$ cat src/logic/ring_detect_pkg.sv
// Purpose: Shared constants for the ring detect monitor
// Assumes: 100 MHz system clock, AXI4-Lite with 32-bit data
// Notes:   Register offsets are byte addresses
`default_nettype none
package ring_detect_pkg;
	localparam int unsigned CLK_HZ       = 100_000_000;
	localparam int unsigned CYC_PER_MS   = CLK_HZ / 1000;
	localparam int unsigned ONESHOT_MS   = 5000;
	localparam int unsigned ONESHOT_CYC  = ONESHOT_MS * CYC_PER_MS;
	// Length of one ring timeout step
	localparam int unsigned RTO_STEP_MS  = 128;
	localparam int unsigned RTO_STEP_CYC = RTO_STEP_MS * CYC_PER_MS;

	localparam logic [7:0] A_THR_CTRL  = 8'h00;
	localparam logic [7:0] A_DET_CTRL  = 8'h04;
	localparam logic [7:0] A_PIN_CTRL  = 8'h08;
	localparam logic [7:0] A_IRQ_CTRL  = 8'h0c;
	localparam logic [7:0] A_IRQ_MASK  = 8'h10;
	localparam logic [7:0] A_IRQ_FLAG  = 8'h14;
	localparam logic [7:0] A_STATUS    = 8'h18;
	localparam logic [7:0] A_LINE_CTRL = 8'h1c;
	localparam logic [7:0] A_RTO_CTRL  = 8'h20;

	localparam int B_THR_LO   = 0;
	localparam int B_FWE      = 1;
	localparam int B_THR_HI   = 4;
	localparam int B_RING_PIN_POLARITY     = 1;
	localparam int B_DUAL     = 2;
	localparam int B_IPOL     = 6;
	localparam int B_IEN      = 7;
	localparam int B_MASK     = 7;
	localparam int B_FLAG     = 7;
	localparam int B_ST_POS   = 0;
	localparam int B_ST_NEG   = 1;
	localparam int B_ST_OS    = 2;
	localparam int B_OFFHOOK  = 0;
	localparam int B_MONITOR  = 1;
	localparam int B_PDL      = 2;
	localparam int B_RTO_LO   = 3;
	localparam int B_RTO_HI   = 6;

	localparam logic [15:0] PCM_POS_FS = 16'h7fff;
	localparam logic [15:0] PCM_NEG_FS = 16'h8000;
	localparam logic [15:0] PCM_MID_FW = 16'h04cc;

	localparam logic [1:0] RESP_OKAY   = 2'h0;
	localparam logic [1:0] RESP_SLVERR = 2'h2;
endpackage
`default_nettype wire

$ cat src/logic/ring_detect_monitor.sv
// Purpose: Ring detection logic with status, indicator pin, interrupt and PCM substitution
// Assumes: Comparator inputs are asynchronous; host is an AXI4-Lite master
// Notes:   All state sits in one struct registered once per clock
// Behaviour
// RL1 - Full-wave enable 0 (reset) gives half-wave: only positive excursions detected.
// RL2 - Full-wave enable 1 detects positive and negative excursions.
// RL3 - Threshold chosen by bit 0 of one register and bit 4 of another.
// RL4 - Ring indicator pin active low; bit 1 polarity select makes it active high.
// RL5 - Half-wave: indicator asserts only above positive threshold.
// RL6 - Full-wave: indicator asserts above positive or below negative threshold.
// RL7 - Positive status bit is 1 while above positive threshold, any mode.
// RL8 - Negative status bit is 1 while below negative threshold, any mode.
// RL9 - Between thresholds both status bits read 0.
// RL10 - One-shot triggered by positive excursion, or either excursion in full-wave.
// RL11 - Each detection restarts one-shot counter; bit clears after about 5 s.
// RL12 - Off-hook forces the one-shot bit to 0.
// RL13 - Mask bit 7 set: interrupt pin raised when one-shot triggers.
// RL14 - Host clears pending ring interrupt by writing flag bit 7.
// RL15 - Dual-edge bit 2: interrupt at start and end of pulse; end from timeout 6:3.
// RL16 - Link powered, not off-hook, not monitoring: substitute ring data for samples.
// RL17 - Half-wave sample: 0x8000 unless above positive threshold, then 0x7fff.
// RL18 - Full-wave sample: 1228 between, 0x7fff above, 0x8000 below thresholds.
// RL19 - Sample MSB toggles at ring frequency in either mode.
// RL20 - Dual-edge interrupt works while ring validation is enabled.
// RL21 - Interrupt pin acts only when enabled; active low unless polarity bit set.
// RL22 - Threshold comparisons synchronised before use.
`default_nettype none
module ring_detect_monitor #(
	parameter int unsigned ONESHOT_CYC  = ring_detect_pkg::ONESHOT_CYC,
	parameter int unsigned RTO_STEP_CYC = ring_detect_pkg::RTO_STEP_CYC
) (
	// Clock and reset
	input  wire logic        clk,
	input  wire logic        rstn,
	// AXI4-Lite slave
	input  wire logic [7:0]  s_axi_awaddr,
	input  wire logic        s_axi_awvalid,
	output logic             s_axi_awready,
	input  wire logic [31:0] s_axi_wdata,
	input  wire logic [3:0]  s_axi_wstrb,
	input  wire logic        s_axi_wvalid,
	output logic             s_axi_wready,
	output logic [1:0]       s_axi_bresp,
	output logic             s_axi_bvalid,
	input  wire logic        s_axi_bready,
	input  wire logic [7:0]  s_axi_araddr,
	input  wire logic        s_axi_arvalid,
	output logic             s_axi_arready,
	output logic [31:0]      s_axi_rdata,
	output logic [1:0]       s_axi_rresp,
	output logic             s_axi_rvalid,
	input  wire logic        s_axi_rready,
	// Threshold comparators and threshold select
	input  wire logic        ring_input_pos,
	input  wire logic        ring_input_neg,
	output logic             ring_threshold_sel,
	output logic             ring_threshold_sel_hi,
	// Open-drain pins, oe low while pulling low
	output logic             ring_indicator_pin_o,
	output logic             ring_indicator_pin_oe,
	output logic             irq_or_analog_out_pin_o,
	output logic             irq_or_analog_out_pin_oe,
	// Transmit PCM stream
	input  wire logic [15:0] pcm_in,
	output logic [15:0]      tx_pcm_samples,
	output logic             tx_pcm_ring_active
);
	typedef struct packed {
		logic [2:0]  sp;
		logic [2:0]  sn;
		logic        pos;
		logic        neg;
		logic        thr_lo;
		logic        thr_hi;
		logic        fwe;
		logic        ring_pin_polarity;
		logic        dual;
		logic        ipol;
		logic        ien;
		logic        mask;
		logic        flag;
		logic        off_hook;
		logic        monitor;
		logic        link_power_down;
		logic [3:0]  ring_end_timeout;
		logic [31:0] os_cnt;
		logic        os;
		logic [31:0] env_cnt;
		logic        env;
		logic        ring_oe;
		logic        irq_oe;
		logic        pin_lo;
		logic [15:0] pcm;
		logic        sub;
		logic        aw_got;
		logic [7:0]  aw_addr;
		logic        w_got;
		logic [31:0] w_data;
		logic [3:0]  w_strb;
		logic        awready;
		logic        wready;
		logic        bvalid;
		logic [1:0]  bresp;
		logic        arready;
		logic        rvalid;
		logic [31:0] rdata;
		logic [1:0]  rresp;
	} state_t;

	state_t s_r, s_nxt;

	logic det;
	logic do_wr;
	logic clr;
	logic ev;
	logic wr_hit;
	logic rd_hit;
	logic [7:0] wb;
	logic [7:0] rb;

	always_comb begin
		s_nxt = s_r;
		// Three-stage synchroniser; a change counts once stages 2 and 3 agree
		s_nxt.sp = {s_r.sp[1:0], ring_input_pos}; // RL22
		s_nxt.sn = {s_r.sn[1:0], ring_input_neg}; // RL22
		if (s_r.sp[1] == s_r.sp[2]) begin
			s_nxt.pos = s_r.sp[2]; // RL7
		end
		if (s_r.sn[1] == s_r.sn[2]) begin
			s_nxt.neg = s_r.sn[2]; // RL8
		end
		det = s_r.pos | (s_r.fwe & s_r.neg); // RL1 RL2 RL10

		// One-shot: reloaded while detecting, cleared by off-hook
		if (s_r.off_hook) begin
			s_nxt.os = 1'b0; // RL12
			s_nxt.os_cnt = '0;
		end else if (det) begin
			s_nxt.os = 1'b1; // RL10
			s_nxt.os_cnt = ONESHOT_CYC; // RL11
		end else if (s_r.os_cnt > 32'h1) begin
			s_nxt.os_cnt = s_r.os_cnt - 32'h1;
		end else begin
			s_nxt.os_cnt = '0;
			s_nxt.os = 1'b0; // RL11
		end

		// Pulse envelope ends a timeout after the last detection
		if (det) begin
			s_nxt.env = 1'b1;
			s_nxt.env_cnt = 32'(s_r.ring_end_timeout) * RTO_STEP_CYC; // RL15
		end else if (s_r.env_cnt != '0) begin
			s_nxt.env_cnt = s_r.env_cnt - 32'h1;
		end else begin
			s_nxt.env = 1'b0; // RL15
		end

		// Dual-edge takes both envelope edges, independent of validation
		ev = s_r.dual ? (s_nxt.env != s_r.env) : (s_nxt.os & ~s_r.os); // RL13 RL15 RL20

		// Bus write path
		wr_hit = 1'b0;
		rd_hit = 1'b0;
		rb = '0;
		clr = 1'b0;
		if (s_axi_awvalid && s_r.awready) begin
			s_nxt.aw_got = 1'b1;
			s_nxt.aw_addr = s_axi_awaddr;
		end
		if (s_axi_wvalid && s_r.wready) begin
			s_nxt.w_got = 1'b1;
			s_nxt.w_data = s_axi_wdata;
			s_nxt.w_strb = s_axi_wstrb;
		end
		do_wr = s_r.aw_got & s_r.w_got & ~s_r.bvalid;
		wb = s_r.w_data[7:0];
		if (do_wr) begin
			s_nxt.aw_got = 1'b0;
			s_nxt.w_got = 1'b0;
			s_nxt.bvalid = 1'b1;
			wr_hit = 1'b1;
			unique case (s_r.aw_addr)
				ring_detect_pkg::A_THR_CTRL: begin
					if (s_r.w_strb[0]) begin
						s_nxt.thr_lo = wb[ring_detect_pkg::B_THR_LO]; // RL3
					end
				end
				ring_detect_pkg::A_DET_CTRL: begin
					if (s_r.w_strb[0]) begin
						s_nxt.fwe = wb[ring_detect_pkg::B_FWE];
						s_nxt.thr_hi = wb[ring_detect_pkg::B_THR_HI]; // RL3
					end
				end
				ring_detect_pkg::A_PIN_CTRL: begin
					if (s_r.w_strb[0]) begin
						s_nxt.ring_pin_polarity = wb[ring_detect_pkg::B_RING_PIN_POLARITY]; // RL4
					end
				end
				ring_detect_pkg::A_IRQ_CTRL: begin
					if (s_r.w_strb[0]) begin
						s_nxt.dual = wb[ring_detect_pkg::B_DUAL];
						s_nxt.ipol = wb[ring_detect_pkg::B_IPOL];
						s_nxt.ien = wb[ring_detect_pkg::B_IEN];
					end
				end
				ring_detect_pkg::A_IRQ_MASK: begin
					if (s_r.w_strb[0]) begin
						s_nxt.mask = wb[ring_detect_pkg::B_MASK];
					end
				end
				ring_detect_pkg::A_IRQ_FLAG: begin
					clr = s_r.w_strb[0] & ~wb[ring_detect_pkg::B_FLAG]; // RL14
				end
				ring_detect_pkg::A_STATUS: begin
				end
				ring_detect_pkg::A_LINE_CTRL: begin
					if (s_r.w_strb[0]) begin
						s_nxt.off_hook = wb[ring_detect_pkg::B_OFFHOOK];
						s_nxt.monitor = wb[ring_detect_pkg::B_MONITOR];
						s_nxt.link_power_down = wb[ring_detect_pkg::B_PDL];
					end
				end
				ring_detect_pkg::A_RTO_CTRL: begin
					if (s_r.w_strb[0]) begin
						s_nxt.ring_end_timeout = wb[ring_detect_pkg::B_RTO_HI:ring_detect_pkg::B_RTO_LO];
					end
				end
				default: wr_hit = 1'b0;
			endcase
			s_nxt.bresp = wr_hit ? ring_detect_pkg::RESP_OKAY : ring_detect_pkg::RESP_SLVERR;
		end
		if (s_r.bvalid && s_axi_bready) begin
			s_nxt.bvalid = 1'b0;
		end
		s_nxt.awready = ~s_nxt.aw_got & ~s_nxt.bvalid;
		s_nxt.wready = ~s_nxt.w_got & ~s_nxt.bvalid;

		// A new event beats a clear in the same cycle
		s_nxt.flag = ev | (s_r.flag & ~clr); // RL13 RL14

		// Bus read path
		if (s_axi_arvalid && s_r.arready) begin
			rd_hit = 1'b1;
			unique case (s_axi_araddr)
				ring_detect_pkg::A_THR_CTRL: rb[ring_detect_pkg::B_THR_LO] = s_r.thr_lo;
				ring_detect_pkg::A_DET_CTRL: begin
					rb[ring_detect_pkg::B_FWE] = s_r.fwe;
					rb[ring_detect_pkg::B_THR_HI] = s_r.thr_hi;
				end
				ring_detect_pkg::A_PIN_CTRL: rb[ring_detect_pkg::B_RING_PIN_POLARITY] = s_r.ring_pin_polarity;
				ring_detect_pkg::A_IRQ_CTRL: begin
					rb[ring_detect_pkg::B_DUAL] = s_r.dual;
					rb[ring_detect_pkg::B_IPOL] = s_r.ipol;
					rb[ring_detect_pkg::B_IEN] = s_r.ien;
				end
				ring_detect_pkg::A_IRQ_MASK: rb[ring_detect_pkg::B_MASK] = s_r.mask;
				ring_detect_pkg::A_IRQ_FLAG: rb[ring_detect_pkg::B_FLAG] = s_r.flag;
				ring_detect_pkg::A_STATUS: begin
					rb[ring_detect_pkg::B_ST_POS] = s_r.pos; // RL7 RL9
					rb[ring_detect_pkg::B_ST_NEG] = s_r.neg; // RL8 RL9
					rb[ring_detect_pkg::B_ST_OS] = s_r.os;
				end
				ring_detect_pkg::A_LINE_CTRL: begin
					rb[ring_detect_pkg::B_OFFHOOK] = s_r.off_hook;
					rb[ring_detect_pkg::B_MONITOR] = s_r.monitor;
					rb[ring_detect_pkg::B_PDL] = s_r.link_power_down;
				end
				ring_detect_pkg::A_RTO_CTRL: rb[ring_detect_pkg::B_RTO_HI:ring_detect_pkg::B_RTO_LO] = s_r.ring_end_timeout;
				default: rd_hit = 1'b0;
			endcase
			s_nxt.rvalid = 1'b1;
			s_nxt.rdata = {24'h0, rb};
			s_nxt.rresp = rd_hit ? ring_detect_pkg::RESP_OKAY : ring_detect_pkg::RESP_SLVERR;
		end else if (s_r.rvalid && s_axi_rready) begin
			s_nxt.rvalid = 1'b0;
		end
		s_nxt.arready = ~s_nxt.rvalid;

		// Open-drain pins: o is always 0; polarity selects whether the asserted state pulls low or releases
		s_nxt.pin_lo = 1'b0;
		s_nxt.ring_oe = ~(det ^ s_r.ring_pin_polarity); // RL4 RL5 RL6
		s_nxt.irq_oe = s_r.ien ? ~((s_nxt.flag & s_r.mask) ^ s_r.ipol) : 1'b1; // RL13 RL21

		// Ring data replaces samples; MSB is 0 on positive excursions, 1 on negative ones
		s_nxt.sub = ~s_r.link_power_down & ~s_r.off_hook & ~s_r.monitor; // RL16
		if (!s_nxt.sub) begin
			s_nxt.pcm = pcm_in;
		end else if (s_r.pos) begin
			s_nxt.pcm = ring_detect_pkg::PCM_POS_FS; // RL17 RL18 RL19
		end else if (!s_r.fwe || s_r.neg) begin
			s_nxt.pcm = ring_detect_pkg::PCM_NEG_FS; // RL17 RL18 RL19
		end else begin
			s_nxt.pcm = ring_detect_pkg::PCM_MID_FW; // RL18
		end
	end

	always_ff @(posedge clk or negedge rstn) begin
		if (!rstn) begin
			s_r <= '0;
			s_r.ring_oe <= 1'b1;
			s_r.irq_oe <= 1'b1;
		end else begin
			s_r <= s_nxt;
		end
	end

	assign s_axi_awready            = s_r.awready;
	assign s_axi_wready             = s_r.wready;
	assign s_axi_bvalid             = s_r.bvalid;
	assign s_axi_bresp              = s_r.bresp;
	assign s_axi_arready            = s_r.arready;
	assign s_axi_rvalid             = s_r.rvalid;
	assign s_axi_rdata              = s_r.rdata;
	assign s_axi_rresp              = s_r.rresp;
	assign ring_threshold_sel       = s_r.thr_lo;
	assign ring_threshold_sel_hi    = s_r.thr_hi;
	assign ring_indicator_pin_o     = s_r.pin_lo;
	assign ring_indicator_pin_oe    = s_r.ring_oe;
	assign irq_or_analog_out_pin_o  = s_r.pin_lo;
	assign irq_or_analog_out_pin_oe = s_r.irq_oe;
	assign tx_pcm_samples           = s_r.pcm;
	assign tx_pcm_ring_active       = s_r.sub;
endmodule // ring_detect_monitor
`default_nettype wire

$ cat config.mk
export PLATFORM = sky130hd
export DESIGN_NAME = ring_detect_monitor
export DESIGN_NICKNAME = d
export VERILOG_FILES = /design/src/logic/ring_detect_pkg.sv /design/src/logic/ring_detect_monitor.sv
export SDC_FILE = /design/constraint.sdc
export NUM_CORES = 1
export LEC_CHECK = 0
export ABC_AREA = 1
export BUFFER_PORTS_ARGS = -buffer_cell sky130_fd_sc_hd__buf_2
export CORE_ASPECT_RATIO = 1.1
export CORE_MARGIN = 1
export CORE_UTILIZATION = 57
export DETAILED_ROUTE_END_ITERATION = 12
export MAX_ROUTING_LAYER = met4
export PLACE_DENSITY = 0.87
export SLEW_MARGIN = 30
export SYNTH_ARGS = -nofsm -noshare
export SYNTH_HDL_FRONTEND = slang
export SYNTH_SLANG_ARGS = --single-unit
$ cat constraint.sdc
create_clock -name clk -period 3.3 [get_ports clk]
set_clock_uncertainty 0.05 [all_clocks]
set_input_delay 0.33 -clock clk [delete_from_list [all_inputs] [get_ports clk]]
set_output_delay 0.33 -clock clk [all_outputs]
set_load 0.02 [all_outputs]
Word-level counts from Yosys, hierarchy flattened

Cells that the tools add are included.

Flip-flop bits (word level): 172
Input port bits: 77
Output and inout bits: 64
Word-level logic and storage cells: 145

$add $sub $neg: 2
Multipliers: 1
Magnitude comparators: 1
Equality and inequality tests: 19
Multiplexer cells: 36
Bitwise logic cells: 28
Reductions and logical operators: 20

Operator list:

| operator                                                       | number |
|---|---|
| two-way mux 33 bit                                             | 3 |
| equality test 8 x 5 -> 1 bit, second input constant            | 8 |
| two-way mux 32 bit                                             | 2 |
| subtractor 32 x 1 -> 32 bit, second input constant             | 2 |
| two-way mux 16 bit                                             | 3 |
| two-way mux 37 bit                                             | 1 |
| equality test 8 x 4 -> 1 bit, second input constant            | 4 |
| greater-than comparator 32 x 1 -> 1 bit, second input constant | 1 |
| nonzero test 32 bit                                            | 1 |
| AND reduction 3 bit                                            | 7 |
| OR reduction 9 bit                                             | 2 |
| two-way mux 1 bit                                              | 17 |
| equality test 8 x 3 -> 1 bit, second input constant            | 2 |
| equality test 8 x 6 -> 1 bit, second input constant            | 2 |
| zero test 8 bit                                                | 2 |
| multiplier 4 x 12 -> 16 bit, second input constant             | 1 |
| NOT 1 bit                                                      | 13 |
| bitwise AND 1 bit                                              | 11 |
| two-way mux 9 bit                                              | 1 |
| case mux 1 bit (3 select lines)                                | 3 |
| logical AND 1 bit                                              | 5 |
| two-way mux 2 bit                                              | 2 |
| case mux 1 bit (2 select lines)                                | 2 |
| case mux 1 bit (4 select lines)                                | 1 |
| other kinds (8)                                                | 11 |

Depth between registers and ports, before layout

Gate-level depths: netlist of the first run.

Depth in word-level cells: 11
Mapped depth: 13
Mapped depth without buffers: 13

Least setup slack after synthesis of the first run

OpenSTA, ideal clock, no wires.

Path kind: reg-to-reg
Start point: register s_r[175] (netlist bit)
End point: register s_r[129] (netlist bit)
Setup time: 0.071 ns
Arrival time: 2.330 ns
Required time: 3.179 ns
Slack: 0.849 ns
Stages on the path, launching flop included: 13
Buffers on the path: 0
Clock period less this slack: 2.451 ns
Cells stage by stage: dfrtp_1 inv_1 ha_1 inv_1 ha_1 ha_1 nand2_1 o21ai_0 a21oi_1 or2_2 nand3_1 o21ai_0 nor2_1

Word-level cells in the longest chain between the ends: 2

RTL lines:

| element                     | RTL line                   | RTL |
|---|---|---|
| from (decl)                 | ring_detect_monitor.sv:110 | `state_t s_r, s_nxt;` |
| from (signal assigned)      | ring_detect_monitor.sv:303 | `s_r <= s_nxt;` |
| multiplier 4 x 12 -> 16 bit | ring_detect_monitor.sv:151 | `s_nxt.env_cnt = 32'(s_r.ring_end_timeout) * RTO_STEP_CYC;` |
| two-way mux 33 bit          | ring_detect_monitor.sv:149 | `if (det) begin` |

No other way between the ends.
A chain may end at the register's enable or synchronous reset.

Worst setup path in the final report of the first run

Ends and elaborated chain as after synthesis.

==> results_dict.tcl, run 1 <==
set metrics [dict create \
    status "complete, no violations" \
    fmax_mhz 355 \
    totalWireLength_um 17800 \
    crit_fanout 6 \
    nFillCells 1114 \
    grt_max_degree 80 \
    syn_area_sq_um 8070 \
    setup.worst_path.start "s_r[175]" \
    drc 0 \
    synth_area_leaders "dfrtp_1, nand2_1, nor2_1" \
    post-cts-setup-buffer-count 0 \
    ys_seq_area_frac 0.444 \
    avgRoutedWirePerCell_um 14.0 \
    drive_gt1_frac 0.168 \
    synth_mux_area_frac 0 \
    fin_tns_setup_ps 0 \
    final_hold_viol_count 0 \
    cts_made_buffers 17 \
    crit-reg2reg-capture "s_r[129]" \
    vias 6825 \
    dpl-instance-area_sq_um 8410 \
    nets 1168 \
    cts_resized 0 \
    die_height_um 127 \
    track_usage 0.265 \
    multiInputGateArea_sq_um 3710 \
    gp_congestion 0.953 \
    synth_top_area_cell "dfrtp_1" \
    ff2ff_path_depth 12 \
    worstSetupStartpointType "register" \
    clockBufferDepth 2 \
    io_buffers 85 \
    synth.distinct_cells 51 \
    h-tree-depth 4 \
    viasPerCell 5.37 \
    dp_hpwl_um 12700 \
    clk_latency_ps 430 \
    postSynthAreaPerCell_sq_um 8.10 \
    synth_warnings 0 \
    synth_edf_count 0 \
    hold_path_class "input port to register" \
    diodes 0 \
    first_global_vias 6492 \
    regToRegSetupSlack_ps 480 \
    final_max_slew_viol_count 0 \
    synth_flop_cell "dfrtp_1" \
    cts_tree "done" \
    cp.required_ps 3610 \
    synth.top_cell.area_share 0.437 \
    synth-adder-area-share 0.0375 \
    root_buffer "clkbuf_16" \
    synth_top_family_by_area "simple AND/OR/NAND/NOR gates" \
    p_leak_nw 4.50 \
    crit_arrival_ps 3130 \
    grt_pass1_wl_um 29500 \
    crit_type "register to register" \
    cp-end-kind "register" \
    ys_ff_latch 143 \
    period_share 0.855 \
    finish.instance_area_sq_um 8980 \
    die_area_sq_um 14600 \
    synth_common_cells "nand2_1, dfrtp_1, nor2_1, inv_1, a21oi_1" \
    period_minus_slack_ps 2820 \
    hold_buffers 3 \
    r2r_start "s_r[175]" \
    power_density_nw_per_um2 759 \
    rsz0062_at_grt "false" \
    cts.sinks 143 \
    ant_nets 0 \
    die_w_um 115 \
    postLayoutCoreUtil 0.651 \
    setup_violations 0 \
    tightest_slew_ps 733 \
    async_flop_share 1.00 \
    synthCells 997 \
    critPathCapture "s_r[129]" \
    relSlewSlack 0.511 \
    synthXorXnorAreaFrac 0.0336 \
    overflow 0 \
    yosys.area_share.simple 0.279 \
    fp-row-count 45 \
    seqCellArea_sq_um 3580 \
    area_delta_synth_final_pct 11.3 \
    initial_core_util 0.585 \
    cts.clk_slew.worst_paths_ps 60 \
    peakVddDrop_mv 0.432 \
    antenna_found_initial 0 \
    core_area_sq_um 13800 \
    io_pins 141 \
    drv_cap 0 \
    firstDrtPassIters 5 \
    yosysMostFrequentCell "nand2_1" \
    synth_compound_area_frac 0.0959 \
    drt_iter0_markers 563 \
]
-- power breakdown --
part	internal (mW)	total [mW]	switching, mW	leakage [nW]
clock	0.975	1.76	0.784	0.258
sequential	2.21	2.56	0.346	1.77
combinational	0.823	2.50	1.68	2.47
-- cell type report --
class,instances,share of cell area
Clock buffer,19,0.0482
Clock inverter,13,0.0120
Inverter,110,0.0460
Multi-Input combinational cell,703,0.413
Sequential cell,143,0.399
Tap cell,188,0.0262
Timing Repair Buffer,94,0.0564
-- metrics by stage --
stage               total power, mW  worst slack (ps)  cells  hold slack, ps
finish                         6.82               479   1270            39.3
global route                   7.27               343   1270            38.8
CTS                            6.82               498   1270            31.5
detailed placement             5.03               478   1235             293
global placement               4.93               619   1235             284
floorplan                      4.53               849   1024           -15.6
-- cells by family after synthesis --
kind of cell               Yosys count
and+or+nand+nor                    479
adders and majority gates           24
other                                1
AOI/OAI and AO/OA                  141
xor gates and xnor gates            31
buffers and inverters              178
DFF                                143
-- how the worst min path moves through the flow --
stage	to	slack (ps)	depth (start not counted)	startpoint
floorplan	ring_threshold_sel	-20	0	rstn
global placement	s_nxt[196]	280	0	s_nxt[195]
detailed placement	s_nxt[193]	290	0	s_nxt[192]
CTS	tx_pcm_samples[4]	30	3	pcm_in[4]
global route	tx_pcm_samples[8]	40	3	pcm_in[8]
finish	s_r[78]	40	3	s_axi_awaddr[0]
-- layout by cell type, fill, tap and decap left out, drive strengths merged, types with 3 or more instances in the layout --
cell         count
nor3b            4
or2              8
nand2          204
o22ai            3
nor3            25
o21bai           3
nor2           144
a21oi           60
o211ai           3
o21ai           55
nand3b           5
nor4             5
and3             4
dfrtp          141
xor2            26
clkinvlp         3
nand3           59
a31oi            7
dlygate4sd3      3
xnor2            5
clkinv           6
buf             91
inv            114
clkbuf          19
ha              21
conb            28
a211oi           3
nand4           21
-- critical path, cell delays in order (launching register included) --
cell     delay (ps)
dfrtp_1         480
inv_1           120
ha_1            290
inv_1            40
ha_1            340
ha_1            400
nand2_1         120
o21ai_0         230
a21oi_1          90
or2_2           300
nand3_1          80
o21ai_0          80
nor2_1          130
-- registers in the layout, indices dropped and copies added, names as in the netlist --
signal / flops
tx_pcm_ring_active: 1
ring_indicator_pin_oe: 1
s_axi_rresp: 1
s_axi_bvalid: 1
s_axi_bresp: 1
s_r: 103
tx_pcm_samples: 16
s_axi_wready: 1
s_axi_rvalid: 1
s_axi_arready: 1
s_axi_awready: 1
s_nxt: 4
ring_threshold_sel_hi: 1
irq_or_analog_out_pin_oe: 1
ring_threshold_sel: 1
s_axi_rdata: 8
-- layer usage --
metal  vias to the layer above  share of wire  GRT usage
met2                       243           0.50      0.429
li1                       3319              -          -
met1                      3229           0.43      0.325
met4                         0          0.022      0.119
met5                         -              0          -
met3                        34          0.046     0.0430
(Power assumes the default switching activity.)
==> run 2: changes to the inputs <==
--- a/config.mk
+++ b/config.mk
@@ -11,8 +11,9 @@
 export CORE_MARGIN = 1
 export CORE_UTILIZATION = 57
 export DETAILED_ROUTE_END_ITERATION = 12
+export GPL_ROUTABILITY_DRIVEN = 0
 export MAX_ROUTING_LAYER = met4
-export PLACE_DENSITY = 0.87
+export PLACE_DENSITY_LB_ADDON = 0.1
 export SLEW_MARGIN = 30
 export SYNTH_ARGS = -nofsm -noshare
 export SYNTH_HDL_FRONTEND = slang
==> results_dict.tcl, run 2 (synthesized netlist as in run 1, its figures left out) <==
set metrics [dict create \
    cts.clk_slew.worst_paths_ps 70 \
    first_global_vias 5936 \
    clk_latency_ps 430 \
    top_usage_layer "met2" \
    die_w_um 115 \
    use_met1 0.338 \
    final_max_slew_viol_count 0 \
    relSlewSlack 0.502 \
    nets 1167 \
    root_buffer "clkbuf_16" \
    ant_nets 0 \
    avgRoutedWirePerCell_um 13.3 \
    top_register "s_r" \
    grt_max_degree 84 \
    core_area_sq_um 13800 \
    fp-row-count 45 \
    io_pins 141 \
    drv_cap 0 \
    hold_depth 3 \
    use_met3 0.0511 \
    layout_setup_ws_ps 540 \
    crit_arrival_ps 3070 \
    cts_resized 0 \
    hold-path-endpoint "s_r[79]" \
    tightest_slew_ps 747 \
    finish.instance_area_sq_um 9060 \
    final_common_cell "nand2_1" \
    clockBufferDepth 2 \
    period_minus_slack_ps 2760 \
    overflow 0 \
    vias 6586 \
    r2r_start "s_r[175]" \
    initial_core_util 0.585 \
    viasPerCell 5.19 \
    cts.sinks 143 \
    final_hold_viol_count 0 \
    setup_violations 0 \
    die_height_um 127 \
    totalWireLength_um 16900 \
    cp-end-kind "register" \
    io_buffers 85 \
    drc 0 \
    grt_pass1_wl_um 28100 \
    crit_fanout 6 \
    crit_type "register to register" \
    power_density_nw_per_um2 769 \
    hold_path_class "input port to register" \
    crit-reg2reg-capture "s_r[129]" \
    dp_hpwl_um 12300 \
    p_leak_nw 4.53 \
    drt_iter0_markers 455 \
    status "complete, no violations" \
    fmax_mhz 362 \
    pre_cts_ws_ps 556 \
    fin_tns_setup_ps 0 \
    cts_made_buffers 17 \
    regToRegSetupSlack_ps 540 \
    cts_tree "done" \
    ff2ff_path_depth 12 \
    hold_start "s_axi_awaddr[1]" \
    worstSetupStartpointType "register" \
    track_usage 0.252 \
    nFillCells 1214 \
    area_delta_synth_final_pct 12.2 \
    dpl-instance-area_sq_um 8420 \
    antenna_found_initial 0 \
    rsz0062_at_grt "false" \
    firstDrtPassIters 5 \
    largest_reg_flops 103 \
    h-tree-depth 4 \
    die_area_sq_um 14600 \
    cp.required_ps 3610 \
    drive_gt1_frac 0.168 \
    final_cell_mix "nand2_1, dfrtp_1, nor2_1" \
    peakVddDrop_mv 0.454 \
    grt_use_met2 0.385 \
    period_share 0.836 \
    diodes 0 \
]
run 2: cell count changes in the layout (fill, tap and decap cells not counted):
cell,before,now
clkinvlp_4,3,2
bufinv_16,0,2
clkinv_4,3,2
buf_4,6,4
buf_12,0,1
clkbuf_1,2,1
clkinv_2,2,0
clkbuf_8,0,2
inv_6,3,4
run 2: through the flow:
stage	total power, mW	util	std cells	hold WS (ps)
after global placement	4.97	0.610	1234	283
final	6.96	0.657	1269	36.6
after global routing	7.46	0.657	1269	35.0
after floorplan	4.53	-	1024	-15.6
after detailed placement	5.01	0.610	1234	292
after CTS	7.00	0.657	1269	28.8
run 2: worst max path at each step:
| stage | start | endpoint | slack [ps] | cells after the start |
|---|---|---|---|---|
| 2_1_floorplan | s_r[175] | s_r[129] | 850 | 12 |
| 3_3_place_gp | s_r[175] | s_r[129] | 600 | 12 |
| 3_5_place_dp | s_r[175] | s_r[129] | 560 | 12 |
| 4_1_cts | s_r[175] | s_r[129] | 540 | 12 |
| 5_1_grt | s_r[175] | s_r[129] | 290 | 12 |
| 6_report | s_r[175] | s_r[129] | 540 | 12 |
run 2: layout make-up:
type,instances,area (sq um),share of cell area
inverter,110,413,0.0456
sequential,143,3580,0.395
clock buffer,20,457,0.0504
clock inverter,12,150,0.0166
multi-input combinational,703,3710,0.410
timing repair buffer,93,512,0.0565
tap,188,235,0.0260
run 2: per-layer routing:
metal  share of wire  routed length (um)
met1            0.46                7760
met2            0.47                7990
met3           0.051                 859
met4           0.014                 241
met5               0                   0
run 2: repair_timing:
item	4_1_cts	5_1_grt
hold endpoints to repair	81	0
buffers inserted	0	0
hold buffers	3	0
run 2: worst max-delay path, cell delays in order, from the launching register on:
cell	delay (ps)
dfrtp_1	480
inv_1	120
ha_1	290
inv_1	40
ha_1	350
ha_1	400
nand2_1	110
o21ai_0	230
a21oi_1	80
or2_2	280
nand3_1	80
o21ai_0	90
nor2_1	110
run 2: power breakdown:
part | leakage (nW) | internal [mW] | total, mW | switching, mW
Combinational | 2.47 | 0.823 | 2.47 | 1.65
Clock | 0.292 | 1.17 | 1.96 | 0.781
Sequential | 1.77 | 2.21 | 2.54 | 0.330
Total | 4.53 | 4.21 | 6.96 | 2.76
==> run 3: changes to the inputs <==
==> constraint.sdc (replaced) <==
create_clock -name clk -period 2.65 [get_ports clk]
set_clock_uncertainty 0.05 [all_clocks]
set_input_delay 0.265 -clock clk [delete_from_list [all_inputs] [get_ports clk]]
set_output_delay 0.265 -clock clk [all_outputs]
set_load 0.02 [all_outputs]
==> results_dict.tcl, run 3 (synthesized netlist as in run 1, its figures left out) <==
set metrics [dict create \
    status "complete, no violations" \
    regToRegSetupSlack_ps 160 \
    firstDrtPassIters 5 \
    crit_fanout 7 \
    ant_nets 0 \
    fmax_mhz 402 \
    first_global_vias 6232 \
    cts_tree "done" \
    largest_reg_flops 103 \
    layout_setup_ws_ps 164 \
    postLayoutCoreUtil 0.680 \
    grt_pass1_wl_um 29600 \
    area_delta_synth_final_pct 16.1 \
    h-tree-depth 4 \
    die_height_um 127 \
    clk_latency_ps 430 \
    cts.sinks 143 \
    nFillCells 1128 \
    p_leak_nw 4.66 \
    grt_max_degree 73 \
    cts_made_buffers 17 \
    cts.clk_slew.worst_paths_ps 60 \
    setup_violations 0 \
    fp-row-count 45 \
    post-cts-setup-buffer-count 0 \
    io_pins 141 \
    track_usage 0.268 \
    io_buffers 85 \
    top_register "s_r" \
    dpl-instance-area_sq_um 8460 \
    vias 6682 \
    drv_cap 0 \
    rsz0062_at_grt "false" \
    multiInputGateArea_sq_um 3730 \
    viasPerCell 5.12 \
    avgRoutedWirePerCell_um 13.5 \
    clockBufferDepth 2 \
    cp-end-kind "register" \
    drc 0 \
    worstSetupStartpointType "register" \
    tightest_slew_ps 697 \
    initial_core_util 0.585 \
    period_share 0.938 \
    root_buffer "clkbuf_16" \
    relSlewSlack 0.535 \
    drt_iter0_markers 489 \
    hold_path_class "input port to register" \
    final_max_slew_viol_count 0 \
    antenna_found_initial 0 \
    diodes 0 \
    dp_hpwl_um 12300 \
    cp.required_ps 2950 \
    timing.hold.ws_ps 14.2 \
    power_density_nw_per_um2 919 \
    crit_type "register to register" \
    nets 1202 \
    overflow 0 \
    finish.instance_area_sq_um 9380 \
    final_hold_viol_count 0 \
    final_common_cell "nand2_1" \
    seqCellArea_sq_um 3580 \
    crit_arrival_ps 2790 \
    pre_cts_ws_ps 113 \
    die_area_sq_um 14600 \
    period_minus_slack_ps 2490 \
    drive_gt1_frac 0.172 \
    final_cell_mix "nand2_1, dfrtp_1, nor2_1" \
    totalWireLength_um 17600 \
    die_w_um 115 \
    fin_tns_setup_ps 0 \
    core_area_sq_um 13800 \
    peakVddDrop_mv 0.669 \
]
## run 3: cell count changes in the layout (fill, tap and decap cells not counted), moves of 2 or more
cell	delta
inv_8	-2
clkinvlp_4	+2
buf_4	+6
dlygate4sd3_1	+29
inv_6	+2
## run 3: where the power goes
group          switching, mW  total, mW  leakage (nW)  internal [mW]
registers              0.400       3.15          1.77           2.75
logic                   2.09       3.17          2.62           1.08
clock network          0.963       2.29         0.268           1.33
## run 3: path summary, 6_finish.rpt
kind	startpoint	end	cells past startpoint
max	s_r[174]	s_r[131]	9
min	pcm_in[13]	tx_pcm_samples[13]	3
max reg2reg	s_r[174]	s_r[131]	9
min reg2reg	s_nxt[192]	s_nxt[193]	0
max in group asynchronous	rstn	tx_pcm_samples[13]	3
min in group asynchronous	rstn	s_r[142]	2
## run 3: metrics by stage
step                cells  total power, mW
floorplan            1024             5.64
global placement     1240             6.22
detailed placement   1240             6.27
CTS                  1304             8.63
global route         1304             9.26
finish               1304             8.61
## run 3: timing repair
item,in CTS,in global routing
endpoints found under the setup margin,0,3
hold buffers,32,0
resized for setup,0,5
endpoints found under the hold margin,99,0
## run 3: critical path, cell delays in order (launching register included)
cell and delay (ps):
dfrtp_1 410, ha_1 330, ha_1 300, ha_1 380, a21oi_1 240, nand2_1 160
nand2_1 110, a21oi_1 60, nand3b_1 190, a21oi_1 190
## run 3: cell type report
type	instances	share of cell area
inverters	110	0.0440
multi-input cells	703	0.398
repair buffers	128	0.0904
clock buffers	19	0.0472
flip-flops and latches	143	0.382
well taps	188	0.0251
clock inverters	13	0.0135
## run 3: routing by layer
layer  vias up  share of wire  GRT usage
li1       3372              -          -
met1      3105           0.46      0.348
met2       185           0.48      0.421
met5         -              0          -
met4         0          0.014     0.0794
met3        20          0.046     0.0554
